## src/verilog/spicp_pkg.sv

```systemverilog
// spicp_pkg: constants, modes and states of the serial command port
// assumes: shared by the port, its fifo memory and the test bench
package spicp_pkg;
  // byte framing
  localparam int          BYTE_W      = 8;            // bits per byte
  localparam logic [2:0]  BIT_LAST    = 3'h7;         // index of the eighth bit
  // mode field of the first byte
  localparam logic [1:0]  MODE_REG_WR = 2'h0;         // register write
  localparam logic [1:0]  MODE_REG_RD = 2'h1;         // register read
  localparam logic [1:0]  MODE_FIFO   = 2'h2;         // fifo load or read
  localparam logic [1:0]  MODE_CMD    = 2'h3;         // direct command
  localparam logic [5:0]  TRL_LOAD    = 6'h00;        // trailer for fifo load
  localparam logic [5:0]  TRL_READ    = 6'h3F;        // trailer for fifo read
  localparam logic [5:0]  ADDR_STEP   = 6'h01;        // auto-increment step
  // register map
  localparam int          REG_NUM     = 8;            // plain read/write registers
  localparam logic [5:0]  REG_LAST    = 6'h07;        // highest plain register
  localparam logic [5:0]  ADR_IOCFG   = 6'h01;        // io configuration
  localparam logic [5:0]  ADR_OPCTL   = 6'h02;        // operation control
  localparam logic [5:0]  ADR_STATUS  = 6'h08;        // read-only fifo count
  localparam int          OPCTL_EN    = 7;            // operation enable bit
  localparam int          IOCFG_PD_A  = 4;            // pull-down option a
  localparam int          IOCFG_PD_B  = 3;            // pull-down option b
  localparam logic [7:0]  REG_RST     = 8'h00;        // register reset value
  // direct commands at or above this code run long (value arbitrary)
  localparam logic [5:0]  CMD_LONG_MIN = 6'h30;
  // fifo geometry
  localparam int          FIFO_DEPTH  = 96;           // bytes
  localparam int          PTR_W       = 7;            // pointer width
  localparam logic [6:0]  PTR_LAST    = 7'h5F;        // last entry index
  localparam logic [6:0]  PTR_STEP    = 7'h01;        // pointer step
  localparam logic [6:0]  CNT_FULL    = 7'h60;        // count when full

  // port states, one-hot
  typedef enum logic [5:0] {
    ST_MODE  = 6'b000001,  // expecting a mode byte
    ST_WRITE = 6'b000010,  // register write data
    ST_READ  = 6'b000100,  // register read data
    ST_FLOAD = 6'b001000,  // fifo load data
    ST_FREAD = 6'b010000,  // fifo read data
    ST_SKIP  = 6'b100000   // refused frame, ignore till deselect
  } spicp_state_t;
endpackage : spicp_pkg

```

## src/verilog/spicp_fifo_mem.sv

```systemverilog
// spicp_fifo_mem: byte storage of the 96 entry fifo
// assumes: one write and one read address per cycle, same clock as the port
`timescale 1ns/1ps
`default_nettype none
module spicp_fifo_mem
  import spicp_pkg::*;
(
  input  wire logic              core_clk_in,   // port clock
  input  wire logic              rstn_in,       // synchronous reset, low active
  input  wire logic              we_in,         // write enable
  input  wire logic [PTR_W-1:0]  waddr_in,      // write address
  input  wire logic [7:0]        wdata_in,      // write data
  input  wire logic [PTR_W-1:0]  raddr_in,      // read address
  output logic      [7:0]        rdata_out      // registered read data
);
  logic [7:0] mem_q [FIFO_DEPTH];  // storage array, not reset

  // write port
  always_ff @(posedge core_clk_in) begin
    if (we_in) begin
      mem_q[waddr_in] <= wdata_in;
    end
  end

  // read port through an output register
  always_ff @(posedge core_clk_in) begin
    if (!rstn_in) begin
      rdata_out <= 8'h00;
    end else begin
      rdata_out <= mem_q[raddr_in];
    end
  end
endmodule : spicp_fifo_mem
`default_nettype wire

```

## src/verilog/spicp_port.sv

```systemverilog
// spicp_port: four-wire serial slave port with register, fifo and command modes
// assumes: sclk well below core_clk_in/4; pins asynchronous; core logic same clock
// What this block does
// - deselect holds port in reset
// - input sampled on falling serial clock
// - bytes of eight bits, msb first
// - first byte's two top bits pick mode
// - 00 write, 01 read, six address bits
// - further data bytes use next address
// - write commits on eighth falling edge
// - partial write byte leaves register unchanged
// - unmapped or read-only writes discarded
// - read data launched on rising edge
// - unmapped reads return zero
// - output tristated except while shifting data
// - option bits enable pull-down while tristated
// - mode 10 trailer zeros loads fifo
// - partial load byte not stored
// - mode 10 trailer ones reads fifo
// - partial fifo read byte stays unread
// - fifo needs enable bit and stable oscillator
// - mode 11 runs six-bit direct command
// - interrupt when long command finishes
// - immediate command may chain next mode
//
// Local design decisions: the register offsets and the address-and-strobe port.
`timescale 1ns/1ps
`default_nettype none
module spicp_port
  import spicp_pkg::*;
(
  input  wire logic        core_clk_in,        // 10 MHz clock
  input  wire logic        rstn_in,            // synchronous reset, low active
  input  wire logic        sel_n_in,           // chip select pin, low active
  input  wire logic        sclk_in,            // serial clock pin
  input  wire logic        mosi_in,            // serial data in pin
  output logic             miso_out,           // serial data out
  output logic             miso_oe_out,        // high while driving serial out
  output logic             pulldown_en_out,    // pull-down request on serial out
  input  wire logic        xtal_stable_in,     // oscillator stable, asynchronous
  input  wire logic        cmd_busy_in,        // command unit busy
  output logic             cmd_strobe_out,     // one-cycle command pulse
  output logic [5:0]       cmd_code_out,       // command code
  output logic             irq_out,            // long command finished
  input  wire logic [5:0]  core_addr_in,       // core register address
  input  wire logic [7:0]  core_wdata_in,      // core write data
  input  wire logic        core_wr_in,         // core write strobe
  input  wire logic        core_rd_in,         // core read strobe
  output logic [7:0]       core_rdata_out,     // core read data, next cycle
  input  wire logic        core_push_in,       // core pushes a fifo byte
  input  wire logic [7:0]  core_push_data_in,  // byte to push
  input  wire logic        core_pop_in,        // core pops the fifo head
  output logic [7:0]       core_head_out,      // fifo head byte
  output logic [6:0]       fifo_count_out      // bytes held in fifo
);
  // whole state of the port
  typedef struct packed {
    logic              ss_s1, ss_s2, ss_p;        // select synchroniser and history
    logic              ck_s1, ck_s2, ck_p;        // serial clock synchroniser
    logic              di_s1, di_s2;              // data in synchroniser
    logic              xt_s1, xt_s2;              // oscillator flag synchroniser
    spicp_state_t      st;                        // port state
    logic [2:0]        bitcnt;                    // bit within byte
    logic [6:0]        rx_sh;                     // incoming bits
    logic [5:0]        addr;                      // register address
    logic [7:0]        tx_sh;                     // outgoing bits
    logic              miso;                      // output bit
    logic              oe;                        // output drive
    logic              reload;                    // fetch next fifo head
    logic [6:0]        wr_ptr, rd_ptr, cnt;       // fifo pointers and count
    logic [REG_NUM-1:0][7:0] regs;                // register storage
    logic              cmd_stb;                   // command pulse
    logic [5:0]        cmd_code;                  // last command code
    logic              long_pend;                 // long command running
    logic              busy_p;                    // previous busy
    logic              irq;                       // finish flag
    logic [7:0]        rdata;                     // core read data
  } spicp_port_t;

  spicp_port_t q, d;           // registered and next state
  logic        fall, rise;     // serial clock edges
  logic        byte_end;       // eighth bit arrives now
  logic [7:0]  byte_in;        // completed byte
  logic        fifo_ok;        // fifo modes allowed
  logic        spi_push;       // spi stores a byte in the fifo
  logic        spi_pop;        // spi consumes the fifo head
  logic        core_push;      // accepted core push
  logic        core_pop;       // accepted core pop
  logic        wr_fire;        // register write takes place
  logic [7:0]  fifo_rdata;     // fifo head from memory
  logic        mem_we;         // memory write enable
  logic [7:0]  mem_wdata;      // memory write data

  // register read mux, zero where nothing is mapped
  function automatic logic [7:0] reg_read(input spicp_port_t s, input logic [5:0] a);
    logic [7:0] v;
    v = 8'h00;
    if (a <= REG_LAST) begin
      v = s.regs[a[2:0]];
    end else if (a == ADR_STATUS) begin
      v = {1'b0, s.cnt};
    end
    return v;
  endfunction : reg_read

  spicp_fifo_mem u_mem (
    .core_clk_in (core_clk_in),
    .rstn_in     (rstn_in),
    .we_in       (mem_we),
    .waddr_in    (q.wr_ptr),
    .wdata_in    (mem_wdata),
    .raddr_in    (d.rd_ptr),
    .rdata_out   (fifo_rdata)
  );

  // next-state logic
  always_comb begin
    d         = q;
    d.ss_s1   = sel_n_in;
    d.ss_s2   = q.ss_s1;
    d.ss_p    = q.ss_s2;
    d.ck_s1   = sclk_in;
    d.ck_s2   = q.ck_s1;
    d.ck_p    = q.ck_s2;
    d.di_s1   = mosi_in;
    d.di_s2   = q.di_s1;
    d.xt_s1   = xtal_stable_in;
    d.xt_s2   = q.xt_s1;
    d.cmd_stb = 1'b0;
    d.reload  = 1'b0;
    d.busy_p  = cmd_busy_in;
    fall      = q.ck_p & ~q.ck_s2 & ~q.ss_s2;
    rise      = ~q.ck_p & q.ck_s2 & ~q.ss_s2;
    byte_end  = fall && (q.bitcnt == BIT_LAST);
    byte_in   = {q.rx_sh, q.di_s2};
    fifo_ok   = q.regs[ADR_OPCTL[2:0]][OPCTL_EN] & q.xt_s2;
    spi_push  = 1'b0;
    spi_pop   = 1'b0;
    wr_fire   = 1'b0;
    // spi side
    if (q.ss_s2) begin
      // deselected: counters and state held in reset
      d.st     = ST_MODE;
      d.bitcnt = 3'h0;
      d.oe     = 1'b0;
    end else if (fall) begin
      // sample data in on the falling serial clock
      d.rx_sh  = byte_in[6:0];
      d.bitcnt = q.bitcnt + 3'h1;
      if (byte_end) begin
        case (q.st)
          ST_MODE: begin
            // decode the mode byte
            d.addr = byte_in[5:0];
            case (byte_in[7:6])
              MODE_REG_WR: d.st = ST_WRITE;
              MODE_REG_RD: begin
                d.st    = ST_READ;
                d.tx_sh = reg_read(q, byte_in[5:0]);
              end
              MODE_FIFO: begin
                if (fifo_ok && byte_in[5:0] == TRL_LOAD) begin
                  d.st = ST_FLOAD;
                end else if (fifo_ok && byte_in[5:0] == TRL_READ) begin
                  d.st    = ST_FREAD;
                  d.tx_sh = (q.cnt != 7'h00) ? fifo_rdata : 8'h00;
                end else begin
                  d.st = ST_SKIP;
                end
              end
              default: begin
                // direct command, next byte is again a mode byte
                d.cmd_stb  = 1'b1;
                d.cmd_code = byte_in[5:0];
                d.st       = ST_MODE;
                if (byte_in[5:0] >= CMD_LONG_MIN) begin
                  d.long_pend = 1'b1;
                end
              end
            endcase
          end
          ST_WRITE: begin
            // commit on the eighth bit only, mapped writable registers only
            wr_fire = (q.addr <= REG_LAST);
            if (wr_fire) begin
              d.regs[q.addr[2:0]] = byte_in;
            end
            d.addr = q.addr + ADDR_STEP;
          end
          ST_READ: begin
            d.addr  = q.addr + ADDR_STEP;
            d.tx_sh = reg_read(q, q.addr + ADDR_STEP);
          end
          ST_FLOAD: begin
            spi_push = (q.cnt != CNT_FULL);
          end
          ST_FREAD: begin
            // byte fully shifted, consume it and fetch the next head
            spi_pop  = (q.cnt != 7'h00);
            d.reload = 1'b1;
          end
          ST_SKIP: d.st = ST_SKIP;
          default: d.st = ST_MODE;
        endcase
      end
    end else if (rise && (q.st == ST_READ || q.st == ST_FREAD)) begin
      // launch the next output bit on the rising serial clock
      d.miso  = q.tx_sh[BYTE_W-1];
      d.tx_sh = {q.tx_sh[6:0], 1'b0};
      d.oe    = 1'b1;
    end
    if (q.reload) begin
      d.tx_sh = (q.cnt != 7'h00) ? fifo_rdata : 8'h00;
    end
    // core side works on the fifo only while the port is deselected
    core_push = core_push_in & q.ss_s2 & (q.cnt != CNT_FULL);
    core_pop  = core_pop_in & q.ss_s2 & (q.cnt != 7'h00);
    mem_we    = spi_push | core_push;
    mem_wdata = spi_push ? byte_in : core_push_data_in;
    if (mem_we) begin
      d.wr_ptr = (q.wr_ptr == PTR_LAST) ? 7'h00 : q.wr_ptr + PTR_STEP;
    end
    if (spi_pop | core_pop) begin
      d.rd_ptr = (q.rd_ptr == PTR_LAST) ? 7'h00 : q.rd_ptr + PTR_STEP;
    end
    case ({mem_we, spi_pop | core_pop})
      2'b10:   d.cnt = q.cnt + PTR_STEP;
      2'b01:   d.cnt = q.cnt - PTR_STEP;
      default: d.cnt = q.cnt;
    endcase
    // core register port, spi write wins a collision
    if (core_wr_in && !wr_fire && core_addr_in <= REG_LAST) begin
      d.regs[core_addr_in[2:0]] = core_wdata_in;
    end
    if (core_rd_in) begin
      d.rdata = reg_read(q, core_addr_in);
    end
    // finish of a long command raises the flag; a new frame clears it
    if (q.long_pend && q.busy_p && !cmd_busy_in) begin
      d.long_pend = 1'b0;
      d.irq       = 1'b1;
    end else if (q.ss_p && !q.ss_s2) begin
      d.irq = 1'b0;
    end
  end

  // state register
  always_ff @(posedge core_clk_in) begin
    if (!rstn_in) begin
      q      <= '0;
      q.ss_s1 <= 1'b1;
      q.ss_s2 <= 1'b1;
      q.ss_p  <= 1'b1;
      q.st    <= ST_MODE;
      q.regs  <= {REG_NUM{REG_RST}};
    end else begin
      q <= d;
    end
  end

  // outputs
  assign miso_out        = q.miso;
  assign miso_oe_out     = q.oe;
  assign pulldown_en_out = (q.regs[ADR_IOCFG[2:0]][IOCFG_PD_A]
                           | q.regs[ADR_IOCFG[2:0]][IOCFG_PD_B]) & ~q.oe;
  assign cmd_strobe_out  = q.cmd_stb;
  assign cmd_code_out    = q.cmd_code;
  assign irq_out         = q.irq;
  assign core_rdata_out  = q.rdata;
  assign core_head_out   = fifo_rdata;
  assign fifo_count_out  = q.cnt;
endmodule : spicp_port
`default_nettype wire

```

## config.mk

```make
export PLATFORM = sky130hd
export DESIGN_NAME = spicp_port
export DESIGN_NICKNAME = d
export VERILOG_FILES = /design/src/verilog/spicp_pkg.sv /design/src/verilog/spicp_fifo_mem.sv /design/src/verilog/spicp_port.sv
export SDC_FILE = /design/constraint.sdc
export NUM_CORES = 1
export LEC_CHECK = 0
export BUFFER_PORTS_ARGS = -buffer_cell sky130_fd_sc_hd__buf_4
export CAP_MARGIN = 25
export CORE_MARGIN = 2
export CORE_UTILIZATION = 50
export DETAILED_ROUTE_END_ITERATION = 10
export GPL_TIMING_DRIVEN = 0
export PLACE_DENSITY = 0.77
export RECOVER_POWER = 25
export SLEW_MARGIN = 25
export SYNTH_ARGS = -nofsm -noshare
export SYNTH_HDL_FRONTEND = slang
export SYNTH_HIERARCHICAL = 1
export SYNTH_SLANG_ARGS = --single-unit
export TNS_END_PERCENT = 50
```

## constraint.sdc

```tcl
create_clock -name core_clk_in -period 8.05 [get_ports core_clk_in]
set_input_delay 0.805 -clock core_clk_in [delete_from_list [all_inputs] [get_ports core_clk_in]]
set_output_delay 0.805 -clock core_clk_in [all_outputs]
set_load 0.02 [all_outputs]
```

==> metrics.txt <==
maximum fanout along the worst path 10; slowest cell on the critical path a21boi_0; CTS root buffer clkbuf_16; final wirelength 119000 um; clock-pin slew on the worst setup and hold paths 0.06 ns; gate count after technology mapping 2433; overflow left after global routing 0; area of the mapped netlist 0.0393 mm2; antenna violations before repair 4; I/O pin count 67; most used cells in the layout excluding fill and tap cells edfxtp_1, mux4_2, nor2_1; count of vias placed by the detailed router 25.2k; number of sinks driven by the clock tree 922; synthesized net count 2479; Leak Pwr 13.9 nW; violations in the final reports capacitance limit, slew limit; Pins Over Slew Limit 211; worst min-delay path endpoint d[144]$_SDFF_PN1_; clock latency on the worst-skew pair 0.68 ns; CTS tree done; flop and latch count out of synthesis 922; measured slew at the worst slew-check pin 3.11 ns; CTS hold repair buffers 0; cell-by-cell listing of the critical path ha_1, ha_1, nor4bb_1, clkbuf_1, nand4b_1, a21boi_0, a31oi_1, a41oi_1, buf_2, clkbuf_1, mux2i_1, a2111oi_0, o21ai_1, nand3_1; required time at the endpoint of the critical path 8.62 ns; max cap viols 11; via count normalized by instance count 6.77; internal power 8.89 mW; final hold violation count 0; per-cell routed wire length 31.9 um; final-layout fill cell count 5873; power per unit of standard cell area 289 mW/mm2; cell area after placement 0.0415 mm2; detailed-placement wirelength estimate 79000 um; flop-to-flop setup slack 1.35 ns; switching pwr 3.87 mW; Switching Fraction 0.303; leading cell type in the layout, fill and taps excluded edfxtp_1; least setup slack across all paths after layout 1.35 ns; count of TritonRoute iterations in the first routing pass 6; fmax 0.149 GHz; GRT Total Usage 0.292; Horiz. Die Dim 284 um; number of DRC violations after detailed-routing iteration 0 3887; Worst R2R Path Depth 14; count of input and output buffers 65; RR Endpoint u_mem/rdata_out[7]$_SDFF_PN0_; TritonCTS buffer count 92; Resized cells post-CTS 0; startpoint kind of the worst setup timing path flop; deepest clock path buffer count 3; async set-reset flop share out of synthesis 0; number of levels the H-tree was split into 3; relative contribution of combinational cells to total power 0.253; total setup violations reported at the end of the flow 0; sequential fraction of the synthesis area 0.666; Worst path max stage delay 1.28 ns; wire length of the first global-routing pass 171000 um; Total Die Area 0.0808 mm2; Placement Rows 102; Initial Util 0.506; class of the worst hold path input pin to flop; number of cells on the worst hold path 2; die outline height 284 um; VDD IR max 191 uV; min Tclk post-route 6.70 ns; overall power after layout 12.8 mW; number of flops mapped to enable cells by yosys 768; placeable core region 0.0776 mm2; number of global-route vias before repair 24.6k; startpoint of the worst-slack reg-to-reg timing path q[127]$_SDFFE_PP0N_; ratio of final minimum period to clock period 0.833; worst slew slack as a fraction of its limit -1.09; Main synth FF type edfxtp_1; final layout net count 2654; Synthesis Warnings 6; number of nets with antenna violations after routing 0; Worst Setup End Kind flop; power share of the clock group 0.332; class of the most critical setup path flop to flop; post-route standard cell area excluding fillers 0.0442 mm2; worst slack, placed 2.38 ns; RSZ-0062 raised after global routing false; Post-Synthesis Mean Instance Area 16.1 um2; pin count of the biggest net entering global routing 69; fraction of power consumed by sequential logic 0.414; data arrival time of the worst path 7.28 ns; clock skew after layout 0.0450 ns; result of the run finished, violations left; Netlist cell types 88; setup repair bufs after CTS 0; last weighted congestion value of the routability-driven placer 0.986; share of layout cells above drive strength 1 0.202; Layout area overhead 12.5%; source of the worst hold timing path sel_n_in; post-route DRC violation count 0
area by class of cell:
cell class,instances,area (um2),area share
plain buffers,176,987,0.0223
flip-flops and latches,922,26100,0.592
clock buffers,113,2420,0.0548
diodes,1,2.50,0.0000566
inverters,15,56.3,0.00127
clock inverters,55,547,0.0124
multi-input cells,1320,12100,0.273
well taps,1040,1300,0.0295
repair buffers,81,663,0.0150
metal layers:
layer	vias up	track usage	part of all wire
li1	10019	-	-
met1	12644	0.384	0.35
met2	2082	0.448	0.45
met3	445	0.0864	0.14
met4	4	0.141	0.058
met5	-	0	0.00019
power by group through the flow:
stage / clock (mW) / combinational (mW) / sequential (mW)
3_5_place_dp: 0 / 3.13 / 5.38
2_1_floorplan: 0 / 2.01 / 5.38
5_1_grt: 4.45 / 3.30 / 5.29
3_3_place_gp: 0 / 3.06 / 5.40
4_1_cts: 4.27 / 3.16 / 5.28
6_report: 4.24 / 3.24 / 5.29
stage by stage:
stage	util	setup TNS [ns]	cells	hold slack, ns
after floorplan	-	0	2433	0.386
after global placement	0.529	-616.12	3538	0.405
after detailed placement	0.534	0	3554	0.418
after CTS	0.573	0	3722	0.340
after global routing	0.569	0	3722	0.347
final	0.569	0	3723	0.343
Yosys cell counts, types with 13 or more instances:
cell type  number  area (um2)
mux2i_1       140        1400
buf_1          19        71.3
mux2_2         23         259
o22ai_1        13        81.3
nand4_1        14        87.6
buf_6          16         180
a311oi_1       15         131
and2_1         19         119
a21oi_1        96         480
nand2b_1       13        81.3
edfxtp_1      768       23100
a22oi_1        16         120
inv_1          14        52.6
nand3_1        46         230
nor2b_1        27         169
buf_2          31         155
o21ai_0        88         440
nor3_1         21         105
nor2_1        187         702
a31oi_1        14        87.6
dfxtp_1       154        3080
buf_4          32         240
clkbuf_1       74         278
nand2_1       155         582
mux4_2        226        5090
worst max-delay path: cells and delay by family, from the launching register on:
family                     cells  cell delay, ns
DFF                            1            0.35
buffers and inverters          3            1.46
AOI/OAI and AO/OA              5            3.33
adders and majority gates      2            0.38
muxes                          1            0.25
and+or+nand+nor                3            0.84
worst max path at each step:
stage                             start                             to  slack, ns  cells past startpoint
global route        q[128]$_SDFFE_PP0N_  u_mem/rdata_out[4]$_SDFF_PN0_       1.28                     14
floorplan           q[127]$_SDFFE_PP0N_    u_mem/mem_q[0][0]$_DFFE_PP_       1.61                      8
CTS                 q[127]$_SDFFE_PP0N_  u_mem/rdata_out[7]$_SDFF_PN0_       2.26                     14
detailed placement  q[127]$_SDFFE_PP0N_  u_mem/rdata_out[7]$_SDFF_PN0_       2.38                     14
finish              q[127]$_SDFFE_PP0N_  u_mem/rdata_out[7]$_SDFF_PN0_       1.35                     14
global placement    q[127]$_SDFFE_PP0N_   u_mem/mem_q[22][0]$_DFFE_PP_      -3.44                      8
registers in the layout, summed over array words and instances, names as in the netlist:
signal / count
byte_in: 8
cmd_code_out: 6
cmd_strobe_out: 1
core_rdata_out: 8
d: 6
fifo_count_out: 7
irq_out: 1
miso_oe_out: 1
miso_out: 1
q: 107
u_mem/mem_q: 768
u_mem/rdata_out: 8
cell families (layout without fill, tap and decap cells):
group / count (synthesis) / after routing / synth area share
XOR/XNOR: 11 / 11 / 0.00245
AND/OR/NAND/NOR: 560 / 560 / 0.0701
AO/OA/AOI/OAI: 344 / 344 / 0.0566
flip-flops: 922 / 922 / 0.666
adder cells (fa/ha/maj): 13 / 13 / 0.00433
other: 0 / 1 / 0
multiplexers: 392 / 392 / 0.174
buffers and inverters: 191 / 440 / 0.0266
No activity file was read; power rests on OpenSTA's default activity.
